File: src/tcoc_defs.svh
// Purpose: offsets, field positions and reset values of the capture and output control
// Assumes: 16-bit memory address space, 8-bit data
// Notes: index 0 is the first timer instance, index 1 the second
`ifndef TCOC_DEFS_SVH
`define TCOC_DEFS_SVH

`define TCOC_ADDR_CAPCMP_CONTROL_A 16'hffbc
`define TCOC_ADDR_OUTPUT_CONTROL_A 16'hffbd
`define TCOC_ADDR_CAPCMP_CONTROL_B 16'hffb8
`define TCOC_ADDR_OUTPUT_CONTROL_B 16'hffb9

`define TCOC_CAPCMP_RESET 8'h00
`define TCOC_OUTPUT_RESET 8'h00
`define TCOC_CAPCMP_WMASK 8'h07
`define TCOC_OUTPUT_WMASK 8'h33
`define TCOC_REG_RESET 16'h0000

// capture/compare control fields
`define TCOC_FIRST_REG_MODE_BIT 0
`define TCOC_CAPTURE_TRIGGER_SELECT 1
`define TCOC_SECOND_REG_MODE_BIT 2

// output control fields
`define TCOC_OUTPUT_ENABLE_BIT 0
`define TCOC_INVERT_ON_FIRST_MATCH 1
`define TCOC_FLIPFLOP_RESET_BIT 2
`define TCOC_FLIPFLOP_SET_BIT 3
`define TCOC_INVERT_ON_SECOND_MATCH 4
`define TCOC_ONESHOT_ENABLE 5
`define TCOC_ONESHOT_SW_TRIGGER 6

`endif

File: src/tcoc_pkg.sv
// Purpose: types of the capture and output control
// Assumes: counter mode and edge codes come from the counter's own registers
// Notes: none
package tcoc_pkg;

    typedef enum logic [1:0] {
        TCOC_EDGE_FALLING = 2'b00,
        TCOC_EDGE_RISING = 2'b01,
        TCOC_EDGE_BAD = 2'b10,
        TCOC_EDGE_BOTH = 2'b11
    } tcoc_edge_e;

    typedef enum logic [1:0] {
        TCOC_MODE_STOP = 2'b00,
        TCOC_MODE_FREE_RUN = 2'b01,
        TCOC_MODE_EDGE_CLEAR = 2'b10,
        TCOC_MODE_MATCH_CLEAR = 2'b11
    } tcoc_mode_e;

endpackage : tcoc_pkg

File: src/tcoc_timer_capture_output.sv
// Purpose: capture/compare and timer output control for two timer instances
// Assumes: inputs synchronous to i_clock; counter, mode and edge selects external
// Notes: bus writes carry a bit mask so bit and byte accesses both work
//
// Functional notes
// - reset clears capture/compare control to zero
// - second register: compare at 0, capture at 1
// - first register: compare at 0, capture at 1
// - first capture trigger: second pin or first opposite
// - no first-pin capture with both edges selected
// - reset clears output control to zero
// - software trigger fires, self-clears, reads zero
// - one-shot enable: successive at 0, one-shot 1
// - second match toggles flip-flop when enabled
// - first match toggles flip-flop when enabled
// - set/reset pair: keep, clear, set, 11 prohibited
// - set and reset bits read zero
// - output forced low unless output enabled
// - one-shot only free-run or edge-clear modes
`timescale 1ns/1ps
`include "tcoc_defs.svh"

module tcoc_timer_capture_output (
    input wire logic i_clock,
    input wire logic i_nrst,
    input wire logic [15:0] i_addr,
    input wire logic [7:0] i_wdata,
    input wire logic [7:0] i_wmask,
    input wire logic i_wr,
    input wire logic i_rd,
    output logic [7:0] o_rdata,
    input wire logic [1:0][15:0] i_sixteen_bit_counter,
    input wire logic [1:0] i_count_tick,
    input wire logic [1:0][2:0] i_counter_mode_control,
    input wire logic [1:0][1:0] i_first_edge_select,
    input wire logic [1:0][1:0] i_second_edge_select,
    input wire logic [1:0] i_first_trigger_input,
    input wire logic [1:0] i_second_trigger_input,
    input wire logic [1:0][15:0] i_capcmp_wdata,
    input wire logic [1:0] i_first_capcmp_we,
    input wire logic [1:0] i_second_capcmp_we,
    output logic [1:0][15:0] o_first_capcmp_reg,
    output logic [1:0][15:0] o_second_capcmp_reg,
    output logic [1:0] o_first_match,
    output logic [1:0] o_second_match,
    output logic [1:0] o_oneshot_trigger,
    output logic [1:0] o_timer_output_pin
);

    ////////////////////////////////////////////////////////////////////////////////
    // per instance control
    logic [7:0] rd_part [2];

    genvar g;
    generate
        for (g = 0; g < 2; g++) begin : g_inst
            localparam logic [15:0] CAPCMP_ADDR = (g == 0) ?
                `TCOC_ADDR_CAPCMP_CONTROL_A : `TCOC_ADDR_CAPCMP_CONTROL_B;
            localparam logic [15:0] OUTPUT_ADDR = (g == 0) ?
                `TCOC_ADDR_OUTPUT_CONTROL_A : `TCOC_ADDR_OUTPUT_CONTROL_B;

            logic [7:0] capcmp_control;
            logic [7:0] output_control;
            logic output_flipflop;
            logic pin;
            logic armed;
            logic first_prev;
            logic second_prev;
            logic [15:0] first_capcmp_reg;
            logic [15:0] second_capcmp_reg;
            logic [7:0] wbits;
            logic capcmp_wr;
            logic output_wr;
            logic first_rise;
            logic first_fall;
            logic second_rise;
            logic second_fall;
            logic first_valid;
            logic first_opposite;
            logic second_valid;
            logic first_both;
            logic first_capture;
            logic second_capture;
            logic running;
            logic first_hit;
            logic second_hit;
            logic oneshot_mode_ok;
            logic oneshot_trigger;
            logic first_toggle;
            logic second_toggle;
            logic next_flipflop;
            tcoc_pkg::tcoc_mode_e mode;
            tcoc_pkg::tcoc_edge_e first_sel;
            tcoc_pkg::tcoc_edge_e second_sel;

            ////////////////////////////////////////////////////////////////////////
            // decode and effective written bits
            assign capcmp_wr = i_wr && (i_addr == CAPCMP_ADDR);
            assign output_wr = i_wr && (i_addr == OUTPUT_ADDR);
            assign wbits = i_wdata & i_wmask;

            assign mode = tcoc_pkg::tcoc_mode_e'(i_counter_mode_control[g][2:1]);
            assign first_sel = tcoc_pkg::tcoc_edge_e'(i_first_edge_select[g]);
            assign second_sel = tcoc_pkg::tcoc_edge_e'(i_second_edge_select[g]);
            assign running = (mode != tcoc_pkg::TCOC_MODE_STOP);

            ////////////////////////////////////////////////////////////////////////
            // control registers
            always_ff @(posedge i_clock) begin
                if (!i_nrst) begin
                    capcmp_control <= `TCOC_CAPCMP_RESET;
                end else if (capcmp_wr) begin
                    capcmp_control <= ((capcmp_control & ~i_wmask) | wbits)
                        & `TCOC_CAPCMP_WMASK;
                end
            end

            always_ff @(posedge i_clock) begin
                if (!i_nrst) begin
                    output_control <= `TCOC_OUTPUT_RESET;
                end else if (output_wr) begin
                    // trigger and set/reset bits are never stored
                    output_control <= ((output_control & ~i_wmask) | wbits)
                        & `TCOC_OUTPUT_WMASK;
                end
            end

            ////////////////////////////////////////////////////////////////////////
            // trigger edge detection
            always_ff @(posedge i_clock) begin
                if (!i_nrst) begin
                    first_prev <= 1'b0;
                    second_prev <= 1'b0;
                end else begin
                    first_prev <= i_first_trigger_input[g];
                    second_prev <= i_second_trigger_input[g];
                end
            end

            assign first_rise = i_first_trigger_input[g] && !first_prev;
            assign first_fall = !i_first_trigger_input[g] && first_prev;
            assign second_rise = i_second_trigger_input[g] && !second_prev;
            assign second_fall = !i_second_trigger_input[g] && second_prev;
            assign first_both = (first_sel == tcoc_pkg::TCOC_EDGE_BOTH);

            always_comb begin
                first_valid = 1'b0;
                first_opposite = 1'b0;
                second_valid = 1'b0;
                case (first_sel)
                    tcoc_pkg::TCOC_EDGE_FALLING: begin
                        first_valid = first_fall;
                        first_opposite = first_rise;
                    end
                    tcoc_pkg::TCOC_EDGE_RISING: begin
                        first_valid = first_rise;
                        first_opposite = first_fall;
                    end
                    tcoc_pkg::TCOC_EDGE_BOTH: begin
                        first_valid = first_rise || first_fall;
                        first_opposite = 1'b0;
                    end
                    default: begin
                        first_valid = 1'b0;
                        first_opposite = 1'b0;
                    end
                endcase
                case (second_sel)
                    tcoc_pkg::TCOC_EDGE_FALLING: second_valid = second_fall;
                    tcoc_pkg::TCOC_EDGE_RISING: second_valid = second_rise;
                    tcoc_pkg::TCOC_EDGE_BOTH: second_valid = second_rise || second_fall;
                    default: second_valid = 1'b0;
                endcase
            end

            // capture triggers
            always_comb begin
                if (capcmp_control[`TCOC_CAPTURE_TRIGGER_SELECT]) begin
                    first_capture = first_opposite && !first_both;
                end else begin
                    first_capture = second_valid;
                end
                second_capture = first_valid && !first_both;
            end

            ////////////////////////////////////////////////////////////////////////
            // capture/compare registers
            always_ff @(posedge i_clock) begin
                if (!i_nrst) begin
                    first_capcmp_reg <= `TCOC_REG_RESET;
                end else if (capcmp_control[`TCOC_FIRST_REG_MODE_BIT]) begin
                    if (first_capture) begin
                        first_capcmp_reg <= i_sixteen_bit_counter[g];
                    end
                end else if (i_first_capcmp_we[g]) begin
                    first_capcmp_reg <= i_capcmp_wdata[g];
                end
            end

            always_ff @(posedge i_clock) begin
                if (!i_nrst) begin
                    second_capcmp_reg <= `TCOC_REG_RESET;
                end else if (capcmp_control[`TCOC_SECOND_REG_MODE_BIT]) begin
                    if (second_capture) begin
                        second_capcmp_reg <= i_sixteen_bit_counter[g];
                    end
                end else if (i_second_capcmp_we[g]) begin
                    second_capcmp_reg <= i_capcmp_wdata[g];
                end
            end

            // matches only in compare mode while counting
            assign first_hit = running && i_count_tick[g]
                && !capcmp_control[`TCOC_FIRST_REG_MODE_BIT]
                && (i_sixteen_bit_counter[g] == first_capcmp_reg);
            assign second_hit = running && i_count_tick[g]
                && !capcmp_control[`TCOC_SECOND_REG_MODE_BIT]
                && (i_sixteen_bit_counter[g] == second_capcmp_reg);

            ////////////////////////////////////////////////////////////////////////
            // one-shot control
            assign oneshot_mode_ok = (mode == tcoc_pkg::TCOC_MODE_FREE_RUN)
                || (mode == tcoc_pkg::TCOC_MODE_EDGE_CLEAR);
            assign oneshot_trigger = output_control[`TCOC_ONESHOT_ENABLE] && oneshot_mode_ok
                && ((output_wr && wbits[`TCOC_ONESHOT_SW_TRIGGER])
                || ((mode == tcoc_pkg::TCOC_MODE_EDGE_CLEAR) && first_valid));

            always_ff @(posedge i_clock) begin
                if (!i_nrst) begin
                    armed <= 1'b0;
                end else if (!output_control[`TCOC_ONESHOT_ENABLE] || !oneshot_mode_ok) begin
                    armed <= 1'b0;
                end else if (oneshot_trigger) begin
                    armed <= 1'b1;
                end else if (first_hit) begin
                    armed <= 1'b0;
                end
            end

            ////////////////////////////////////////////////////////////////////////
            // output flip-flop and pin
            always_comb begin
                if (output_control[`TCOC_ONESHOT_ENABLE]) begin
                    first_toggle = first_hit && armed;
                    second_toggle = second_hit && armed;
                end else begin
                    first_toggle = first_hit;
                    second_toggle = second_hit;
                end
                first_toggle = first_toggle
                    && output_control[`TCOC_INVERT_ON_FIRST_MATCH];
                second_toggle = second_toggle
                    && output_control[`TCOC_INVERT_ON_SECOND_MATCH];
                next_flipflop = output_flipflop ^ (first_toggle ^ second_toggle);
                if (output_wr) begin
                    case ({wbits[`TCOC_FLIPFLOP_SET_BIT], wbits[`TCOC_FLIPFLOP_RESET_BIT]})
                        2'b01: next_flipflop = 1'b0;
                        2'b10: next_flipflop = 1'b1;
                        default: next_flipflop = next_flipflop;
                    endcase
                end
            end

            always_ff @(posedge i_clock) begin
                if (!i_nrst) begin
                    output_flipflop <= 1'b0;
                    pin <= 1'b0;
                end else begin
                    output_flipflop <= next_flipflop;
                    pin <= output_control[`TCOC_OUTPUT_ENABLE_BIT] && output_flipflop;
                end
            end

            ////////////////////////////////////////////////////////////////////////
            // outputs and read data
            assign o_first_capcmp_reg[g] = first_capcmp_reg;
            assign o_second_capcmp_reg[g] = second_capcmp_reg;
            assign o_first_match[g] = first_hit;
            assign o_second_match[g] = second_hit;
            assign o_oneshot_trigger[g] = oneshot_trigger;
            assign o_timer_output_pin[g] = pin;

            always_comb begin
                if (i_addr == CAPCMP_ADDR) begin
                    rd_part[g] = capcmp_control;
                end else if (i_addr == OUTPUT_ADDR) begin
                    rd_part[g] = output_control;
                end else begin
                    rd_part[g] = 8'h00;
                end
            end
        end
    endgenerate

    ////////////////////////////////////////////////////////////////////////////////
    // registered read port
    always_ff @(posedge i_clock) begin
        if (!i_nrst) begin
            o_rdata <= 8'h00;
        end else if (i_rd) begin
            o_rdata <= rd_part[0] | rd_part[1];
        end
    end

endmodule : tcoc_timer_capture_output

File: config.mk
export PLATFORM = sky130hd
export DESIGN_NAME = tcoc_timer_capture_output
export DESIGN_NICKNAME = d
export VERILOG_FILES = /design/src/tcoc_pkg.sv /design/src/tcoc_timer_capture_output.sv
export VERILOG_INCLUDE_DIRS = /design/src
export SDC_FILE = /design/constraint.sdc
export NUM_CORES = 1
export LEC_CHECK = 0
export BUFFER_PORTS_ARGS = -buffer_cell sky130_fd_sc_hd__clkbuf_2
export CAP_MARGIN = 20
export CORE_ASPECT_RATIO = 0.9
export CORE_MARGIN = 2
export CORE_UTILIZATION = 46
export DETAILED_ROUTE_END_ITERATION = 12
export PLACE_DENSITY = 0.78
export SLEW_MARGIN = 20
export SYNTH_ARGS = -nofsm -noshare
export SYNTH_HDL_FRONTEND = slang
export SYNTH_SLANG_ARGS = --single-unit
File: constraint.sdc
create_clock -name i_clock -period 2.2 [get_ports i_clock]
set_input_delay 0.44 -clock i_clock [delete_from_list [all_inputs] [get_ports i_clock]]
set_output_delay 0.44 -clock i_clock [all_outputs]
set_load 0.02 [all_outputs]
==> impl_metrics.tcl, run 1 <==
set metrics [dict create \
    ys_seq_elements 93 \
    drc 0 \
    wl_per_cell_um 16.3 \
    yosysTopAreaCell "dfxtp_1" \
    cts_buffers 9 \
    drt-initial-drc-count 303 \
    die_y_um 109 \
    crit_path_max_fanout 2 \
    clock_latency_ps 350 \
    status "finished, violations left" \
    syn2layout_area_growth_pct 34.7 \
    grt_max_degree 48 \
    leakagePower_nw 3.66 \
    htreeDepth 3 \
    routed_wl_um 16800 \
    required_ps 1760 \
    rows 38 \
    fill_cells 1034 \
    final_util 0.635 \
    crit_path_start_kind "flip-flop" \
    path_clk_slew_ps 60 \
    grt_overflow 0 \
    final_nets 1005 \
    yosysSeqAreaShare 0.328 \
    root_buffer "clkbuf_16" \
    maxCapViolCount 0 \
    finalSetupViolations 5 \
    cts_sinks 93 \
    worst_clock_skew_ps 4.94 \
    worstPathArrival_ps 1970 \
    final_cells 1032 \
    ioPinCount 204 \
    dp_hpwl_um 12100 \
    cts_tree "done" \
    violations "negative setup slack" \
    use_met2 0.393 \
    gp_congestion 0.881 \
    antenna_found_initial 0 \
    powerDensity_mw_per_mm2 569 \
    postSynthAreaPerCell_um2 8.75 \
    worst_pin_slew_ps 746 \
    die_area_mm2 0.0132 \
    synth-edff-count 0 \
    grt_pass1_vias 5223 \
    core-area_mm2 0.0120 \
    die_x_um 121 \
    globalRouteMet3Util 0.0539 \
    yosysMostFrequentCell "dfxtp_1" \
    hold_slack_ps 330 \
    worstSetupEndpointType "output pin" \
    ys_top_cells_by_area "dfxtp_1, xnor2_1, mux2i_1, o221a_2, o211a_1" \
    period_needed_ps 2410 \
    dp_cells 1008 \
    yosysTopAreaCellShare 0.328 \
    p_total_mw 4.35 \
    synth_ff_type "dfxtp_1" \
    slew_headroom 0.502 \
    fin_crit_sh 1.10 \
    yosysWarnings 0 \
    viasPerCell 5.35 \
    busiest_layer "met2" \
    grt_pass1_wl_um 25500 \
    syn-instance-count 648 \
    grt.total_usage 0.245 \
    postRouteAntennaNets 0 \
    start_util 0.471 \
    num_antenna_cells 0 \
    synthArstFlopShare 0 \
    vias 5522 \
    hold_class "in -> reg" \
    ys_types 43 \
    worst_slack_ps -210 \
    drive_gt1_frac 0.409 \
    portBuffers 196 \
    synth.cell_area_mm2 0.00567 \
    cts.path.max_buffers 2 \
    yosys-top-cells-count "dfxtp_1, nand2_1, xnor2_1" \
    use_met1 0.322 \
    criticalPathCategory "reg -> out" \
    drtPass1Iterations 5 \
    final_max_slew_viol_count 0 \
    max_freq_ghz 0.415 \
    rsz0062_at_grt "yes" \
    vdd_ir_drop_max_mv 0.577 \
    hold_viol 0 \
]
path summary, 6_finish.rpt:
path	from	cells after the start	to	slack [ps]
worst max-delay path	g_inst[0].second_capcmp_reg[4]$_SDFFE_PN0P_	5	o_second_match[0]	-210
worst min-delay path	i_second_trigger_input[0]	2	g_inst[0].second_prev$_SDFF_PN0_	330
worst max register to register	g_inst[0].first_capcmp_reg[0]$_SDFFE_PN0P_	12	g_inst[0].output_flipflop$_SDFF_PN0_	100
worst min register to register	o_rdata[5]$_SDFFE_PN0P_	2	o_rdata[5]$_SDFFE_PN0P_	480
layer usage:
layer / routed length (um) / part of all wire / vias up
li1: - / - / 2718
met1: 7470 / 0.44 / 2550
met2: 7790 / 0.46 / 216
met3: 1080 / 0.064 / 38
met4: 457 / 0.027 / 0
met5: 0 / 0 / -
final cells by class:
type / instances / area (um^2) / share of cell area
repair buffers: 259 / 1500 / 0.197
clock inverters: 1 / 30.0 / 0.00393
well taps: 160 / 200 / 0.0262
flip-flops and latches: 93 / 1880 / 0.246
clock buffers: 14 / 264 / 0.0346
multi-input cells: 488 / 3700 / 0.484
inverters: 17 / 63.8 / 0.00836
stage by stage:
stage                     area, um^2  setup TNS [ps]  setup slack, ps
after floorplan                 5690               0             12.4
after global placement          7040          -11110             -440
after detailed placement        7040           -7200             -307
after CTS                       7530            -816             -229
after global routing            7640           -1020             -302
final                           7640            -589             -210
power by group:
part / leakage (nW) / internal (mW) / switching (mW)
Sequential: 0.771 / 1.78 / 0.0826
Clock: 0.143 / 0.939 / 0.647
Combinational: 2.74 / 0.420 / 0.482
cell families after synthesis:
group,count (synthesis),synth area share
other,1,0.000661
DFF,93,0.328
and+or+nand+nor,224,0.200
AOI/OAI and AO/OA,130,0.192
muxes,50,0.0902
buffers and inverters,69,0.0551
xor gates and xnor gates,68,0.105
adders and majority gates,13,0.0287
critical path, stage by stage (launching register included):
cell and delay (ps):
dfxtp_2 330, xnor2_1 160, nand4_1 140, or4_4 530, nor4bb_4 280, buf_4 180
cells in the final DEF, fill, tap and decap left out, types with 13 or more instances in the layout:
| cell | count |
|---|---|
| inv_1 | 17 |
| xor2_1 | 14 |
| mux2i_1 | 41 |
| nand3_1 | 23 |
| xnor2_1 | 46 |
| clkbuf_2 | 187 |
| nor2b_1 | 32 |
| dfxtp_1 | 80 |
| buf_4 | 65 |
| dfxtp_2 | 13 |
| nor2_1 | 41 |
| nand2_1 | 67 |
| o211a_1 | 35 |
| nand4_1 | 15 |
| o221a_2 | 32 |
| a21oi_1 | 33 |
| a21boi_0 | 13 |
what timing repair did:
item                       4_1_cts  5_1_grt
pin swaps                       13       10
hold buffers                     0        0
setup endpoints to repair       22        7
gates resized for setup         32       26
setup buffers                   10        0
Note: power is estimated with default switching activity, not from simulation.
==> run 2: changes to the inputs <==
--- a/config.mk
+++ b/config.mk
@@ -12,6 +12,7 @@
 export CORE_MARGIN = 2
 export CORE_UTILIZATION = 46
 export DETAILED_ROUTE_END_ITERATION = 12
+export MAX_ROUTING_LAYER = met4
 export PLACE_DENSITY = 0.78
 export SLEW_MARGIN = 20
 export SYNTH_ARGS = -nofsm -noshare
==> run 2 against run 1 <==
  * The flow still finishes with violations (negative setup slack)
  * Clock skew grew 1.1 ps
  * Critical path depth unchanged
  * Count of clock-buffer cells in the layout unchanged
  * Non-clock buffer count grew 1
  * Sequential share of layout area about the same
  * Fmax decreased by 0.38%
  * Wire length increased by 0.61%
  * Sequential cell count unchanged
  * Combinational power about the same
  * Setup slack worse by 9.1 ps
  * Final cell count hardly changed
  * Sequential power about the same
==> impl_metrics.tcl, run 2 (synthesis gave the netlist of run 1 again) <==
set metrics [dict create \
    status "finished, violations left" \
    worst_slack_ps -219 \
    path_clk_slew_ps 60 \
    drt-initial-drc-count 299 \
    slowest_stage "or4_4" \
    grt_max_degree 48 \
    portBuffers 196 \
    violations "negative setup slack" \
    cp.depth 5 \
    r2r_end "g_inst[0].output_flipflop$_SDFF_PN0_" \
    dp_cells 1008 \
    cts_tree "done" \
    rsz0062_at_grt "yes" \
    vias 5568 \
    slew_headroom 0.505 \
    routed_wl_um 16900 \
    dp_hpwl_um 12100 \
    drive_gt1_frac 0.410 \
    ioPinCount 204 \
    fin_crit_sh 1.10 \
    grt.total_usage 0.253 \
    htreeDepth 3 \
    finalSetupViolations 5 \
    postRouteAntennaNets 0 \
    clock_latency_ps 350 \
    cts.path.max_buffers 2 \
    regArea_mm2 0.00188 \
    use_met2 0.394 \
    layout_commonest_cell "clkbuf_2" \
    grt_pass1_wl_um 25500 \
    worst_pin_slew_ps 741 \
    antenna_found_initial 0 \
    crit_chain "xnor2_1 > nand4_1 > or4_4 > nor4bb_4 > buf_4" \
    worstPathArrival_ps 1980 \
    num_antenna_cells 0 \
    mostFrequentLayoutCells "clkbuf_2, dfxtp_1, nand2_1" \
    criticalPathCategory "reg -> out" \
    final_nets 1006 \
    syn2layout_area_growth_pct 34.8 \
    grt_pass1_vias 5222 \
    rows 38 \
    die_x_um 121 \
    vdd_ir_drop_max_mv 0.578 \
    busiest_layer "met2" \
    cts_sinks 93 \
    reg2reg_from "g_inst[0].first_capcmp_reg[0]$_SDFFE_PN0P_" \
    hold_buffers 0 \
    powerDensity_mw_per_mm2 569 \
    critical-path-top-delay-family "simple AND/OR/NAND/NOR gates" \
    use_met1 0.325 \
    crit_path_start_kind "flip-flop" \
    final_util 0.636 \
    root_buffer "clkbuf_16" \
    fill_cells 1036 \
    cp-startpoint "g_inst[0].second_capcmp_reg[4]$_SDFFE_PN0P_" \
    gp_congestion 0.895 \
    hold_viol 0 \
    viasPerCell 5.39 \
    worstSetupEndpointType "output pin" \
    globalRouteMet3Util 0.0488 \
    p_total_mw 4.35 \
    grt_overflow 0 \
    maxCapViolCount 0 \
    die_y_um 109 \
    required_ps 1760 \
    r2r_cells 12 \
    wl_per_cell_um 16.4 \
    dp_worst_setup_slack_ps -307 \
    drtPass1Iterations 5 \
    cpPeakStageDelay_ps 530 \
    final_cells 1033 \
    hold_class "in -> reg" \
    crit_path_max_fanout 2 \
    worst_clock_skew_ps 6.08 \
    leakagePower_nw 3.66 \
    worstSetupEndpoint "o_second_match[0]" \
    core-area_mm2 0.0120 \
    worst-r2r-setup-slack_ps 110 \
    cp_num_buf_inv 1 \
    start_util 0.471 \
    max_freq_ghz 0.413 \
    drc 0 \
    multi_input_area_mm2 0.00370 \
    final_max_slew_viol_count 0 \
    period_needed_ps 2420 \
    cts_buffers 9 \
    die_area_mm2 0.0132 \
]
==> run 2: cell types whose count changed in the layout (fill, tap and decap cells not counted), sizes merged <==
cell | previous run | this run
buf | 70 | 71
==> run 2: metal layers <==
metal  up-vias  share of wire  wire length (um)
met2       220           0.46              7840
met4         0          0.025               422
met3        40          0.059              1000
met5         -              0                 0
li1       2720              -                 -
met1      2588           0.45              7630
==> run 2: repair_timing <==
| action | CTS | global route |
|---|---|---|
| setup buffers | 10 | 1 |
| pin swaps | 13 | 10 |
| setup endpoints to repair | 22 | 7 |
| resized for setup | 32 | 26 |
==> run 2: final cells by class <==
cell class,count,area share
multi-input cells,488,0.484
flip-flops and latches,93,0.246
repair buffers,260,0.198
clock buffers,14,0.0345
well taps,160,0.0262
inverters,17,0.00835
clock inverters,1,0.00393
==> run 2: per-stage QoR <==
| stage | cell area [um^2] | hold slack (ps) | TNS, ps |
|---|---|---|---|
| floorplan | 5690 | 449 | 0 |
| global placement | 7040 | 465 | -11110 |
| detailed placement | 7040 | 473 | -7200 |
| CTS | 7530 | 319 | -816 |
| global route | 7640 | 333 | -1030 |
| finish | 7640 | 330 | -577 |
==> run 2: worst min-delay path by stage <==
stage	cells past startpoint	endpoint	slack [ps]	from
floorplan	2	flip-flop	450	flip-flop
global placement	1	o_rdata[0]$_SDFFE_PN0P_	470	o_rdata[0]$_SDFFE_PN0P_
detailed placement	2	o_rdata[5]$_SDFFE_PN0P_	470	o_rdata[5]$_SDFFE_PN0P_
CTS	2	g_inst[0].second_prev$_SDFF_PN0_	320	i_second_trigger_input[0]
global route	2	g_inst[0].second_prev$_SDFF_PN0_	330	i_second_trigger_input[0]
finish	2	g_inst[0].second_prev$_SDFF_PN0_	330	i_second_trigger_input[0]
==> run 2: worst reg2reg max path: cells and delay by family (launching register included) <==
kind	cells	cell delay (ps)
XOR/XNOR	3	490
flip-flops	1	330
buffers and inverters	5	540
AND/OR/NAND/NOR	3	510
AO/OA/AOI/OAI	1	100
==> run 2: report_power, final <==
group	total, mW	internal [mW]	switching (mW)
Combinational	0.902	0.420	0.482
Sequential	1.86	1.78	0.0829
Clock	1.59	0.939	0.653
==> run 3: changes to the inputs <==
--- a/config.mk
+++ b/config.mk
@@ -10,10 +10,10 @@
 export CAP_MARGIN = 20
 export CORE_ASPECT_RATIO = 0.9
 export CORE_MARGIN = 2
-export CORE_UTILIZATION = 46
+export CORE_UTILIZATION = 45
 export DETAILED_ROUTE_END_ITERATION = 12
 export MAX_ROUTING_LAYER = met4
-export PLACE_DENSITY = 0.78
+export PLACE_DENSITY = 0.82
 export SLEW_MARGIN = 20
 export SYNTH_ARGS = -nofsm -noshare
 export SYNTH_HDL_FRONTEND = slang
==> run 3 against run 2 <==
  * Largest cell class unchanged
  * Count of clock-buffer cells in the layout decreased by 3
  * Register-to-register slack lost 90 ps
  * The flow still finishes with violations (negative setup slack)
  * Die area rose by 2.1%
  * Combinational power rose by 0.7%
==> impl_metrics.tcl, run 3 (synthesis gave the netlist of run 1 again) <==
set metrics [dict create \
    status "finished, violations left" \
    violations "negative setup slack" \
    design_area_mm2 0.00762 \
    drt-initial-drc-count 476 \
    crit_path_max_fanout 2 \
    cts.path.max_buffers 2 \
    period_needed_ps 2510 \
    finalSetupViolations 5 \
    rsz0062_at_grt "yes" \
    cts_sinks 93 \
    layout_commonest_cell "clkbuf_2" \
    worst_clock_skew_ps 8.00 \
    dp_hpwl_um 12000 \
    reg2reg_from "g_inst[0].second_capcmp_reg[8]$_SDFFE_PN0P_" \
    vdd_ir_drop_max_mv 0.407 \
    postRouteAntennaNets 0 \
    gp_congestion 0.885 \
    crit_chain "xnor2_2 > nand4_1 > or4_4 > nor4bb_4 > buf_4" \
    cp_num_buf_inv 1 \
    viasPerCell 5.42 \
    rows 38 \
    hold_class "in -> reg" \
    slew_headroom 0.557 \
    final_nets 995 \
    routed_wl_um 16700 \
    place_area_mm2 0.00701 \
    num_antenna_cells 0 \
    portBuffers 196 \
    cts_tree "done" \
    crit_path_start_kind "flip-flop" \
    worstPathArrival_ps 2070 \
    die_area_mm2 0.0135 \
    root_buffer "clkbuf_16" \
    mostFrequentLayoutCells "clkbuf_2, dfxtp_1, nand2_1" \
    criticalPathCategory "reg -> out" \
    clock_latency_ps 340 \
    start_util 0.466 \
    final_util 0.626 \
    grt_pass1_vias 5339 \
    powerDensity_mw_per_mm2 570 \
    final_max_slew_viol_count 0 \
    die_y_um 111 \
    syn2layout_area_growth_pct 34.4 \
    worst_pin_slew_ps 663 \
    worstSetupEndpointType "output pin" \
    core-area_mm2 0.0122 \
    ioPinCount 204 \
    htreeDepth 3 \
    grt.total_usage 0.249 \
    path_clk_slew_ps 60 \
    antenna_found_initial 0 \
    fill_cells 1057 \
    tns_ps -861 \
    drc 0 \
    maxCapViolCount 0 \
    grt_pass1_wl_um 26300 \
    worst-r2r-setup-slack_ps 20 \
    required_ps 1760 \
    drtPass1Iterations 4 \
    cts_buffers 9 \
    critical-path-top-delay-family "simple AND/OR/NAND/NOR gates" \
    drive_gt1_frac 0.408 \
    worst_slack_ps -305 \
    grt_max_degree 96 \
    slowest_stage "or4_4" \
    grt_overflow 0 \
    die_x_um 122 \
    hold_viol 0 \
    leakagePower_nw 3.63 \
    hp-start "i_first_trigger_input[0]" \
    cp-startpoint "g_inst[0].second_capcmp_reg[8]$_SDFFE_PN0P_" \
    hold_slack_ps 351 \
    fin_crit_sh 1.14 \
    cpPeakStageDelay_ps 580 \
    dp_worst_setup_slack_ps -343 \
    vias 5538 \
    max_freq_ghz 0.399 \
    wl_per_cell_um 16.3 \
]
[run 3: area by class of cell]
| cell class | count | area (um^2) | area share |
|---|---|---|---|
| multi-input cells | 488 | 3710 | 0.487 |
| flip-flops and latches | 93 | 1880 | 0.246 |
| repair buffers | 249 | 1470 | 0.193 |
| clock buffers | 11 | 253 | 0.0331 |
| well taps | 160 | 200 | 0.0263 |
| inverters | 17 | 63.8 | 0.00837 |
| clock inverters | 4 | 47.5 | 0.00624 |
[run 3: report_power, final]
part,internal (mW),leakage [nW],switching (mW)
Combinational,0.422,2.71,0.486
Clock,0.933,0.147,0.648
Sequential,1.78,0.771,0.0830
Total,3.13,3.63,1.22
[run 3: layer usage]
metal | vias up | track usage | share of wire | wire length (um)
li1 | 2691 | - | - | -
met1 | 2613 | 0.325 | 0.45 | 7420
met2 | 205 | 0.388 | 0.47 | 7850
met3 | 29 | 0.0465 | 0.063 | 1050
met4 | 0 | 0.0797 | 0.021 | 345
met5 | - | - | 0 | 0
[run 3: what timing repair did]
action / CTS / global route
hold buffers: 0 / 0
hold endpoints to repair: 0 / 0
pin swaps: 21 / 14
gates resized for setup: 44 / 24
buffers inserted: 3 / 2
endpoints found under the setup margin: 23 / 7
[run 3: final timing paths]
check | to | depth (start not counted)
worst max-delay path | o_second_match[0] | 5
worst min-delay path | g_inst[0].first_prev$_SDFF_PN0_ | 2
worst max register to register | g_inst[0].output_flipflop$_SDFF_PN0_ | 7
worst min register to register | o_rdata[4]$_SDFFE_PN0P_ | 2
[run 3: through the flow]
step / power (mW) / instances
final: 4.35 / 1022
after global routing: 4.54 / 1022
after CTS: 4.35 / 1020
after detailed placement: 2.74 / 1003
after global placement: 2.73 / 1003
after floorplan: 2.36 / 650
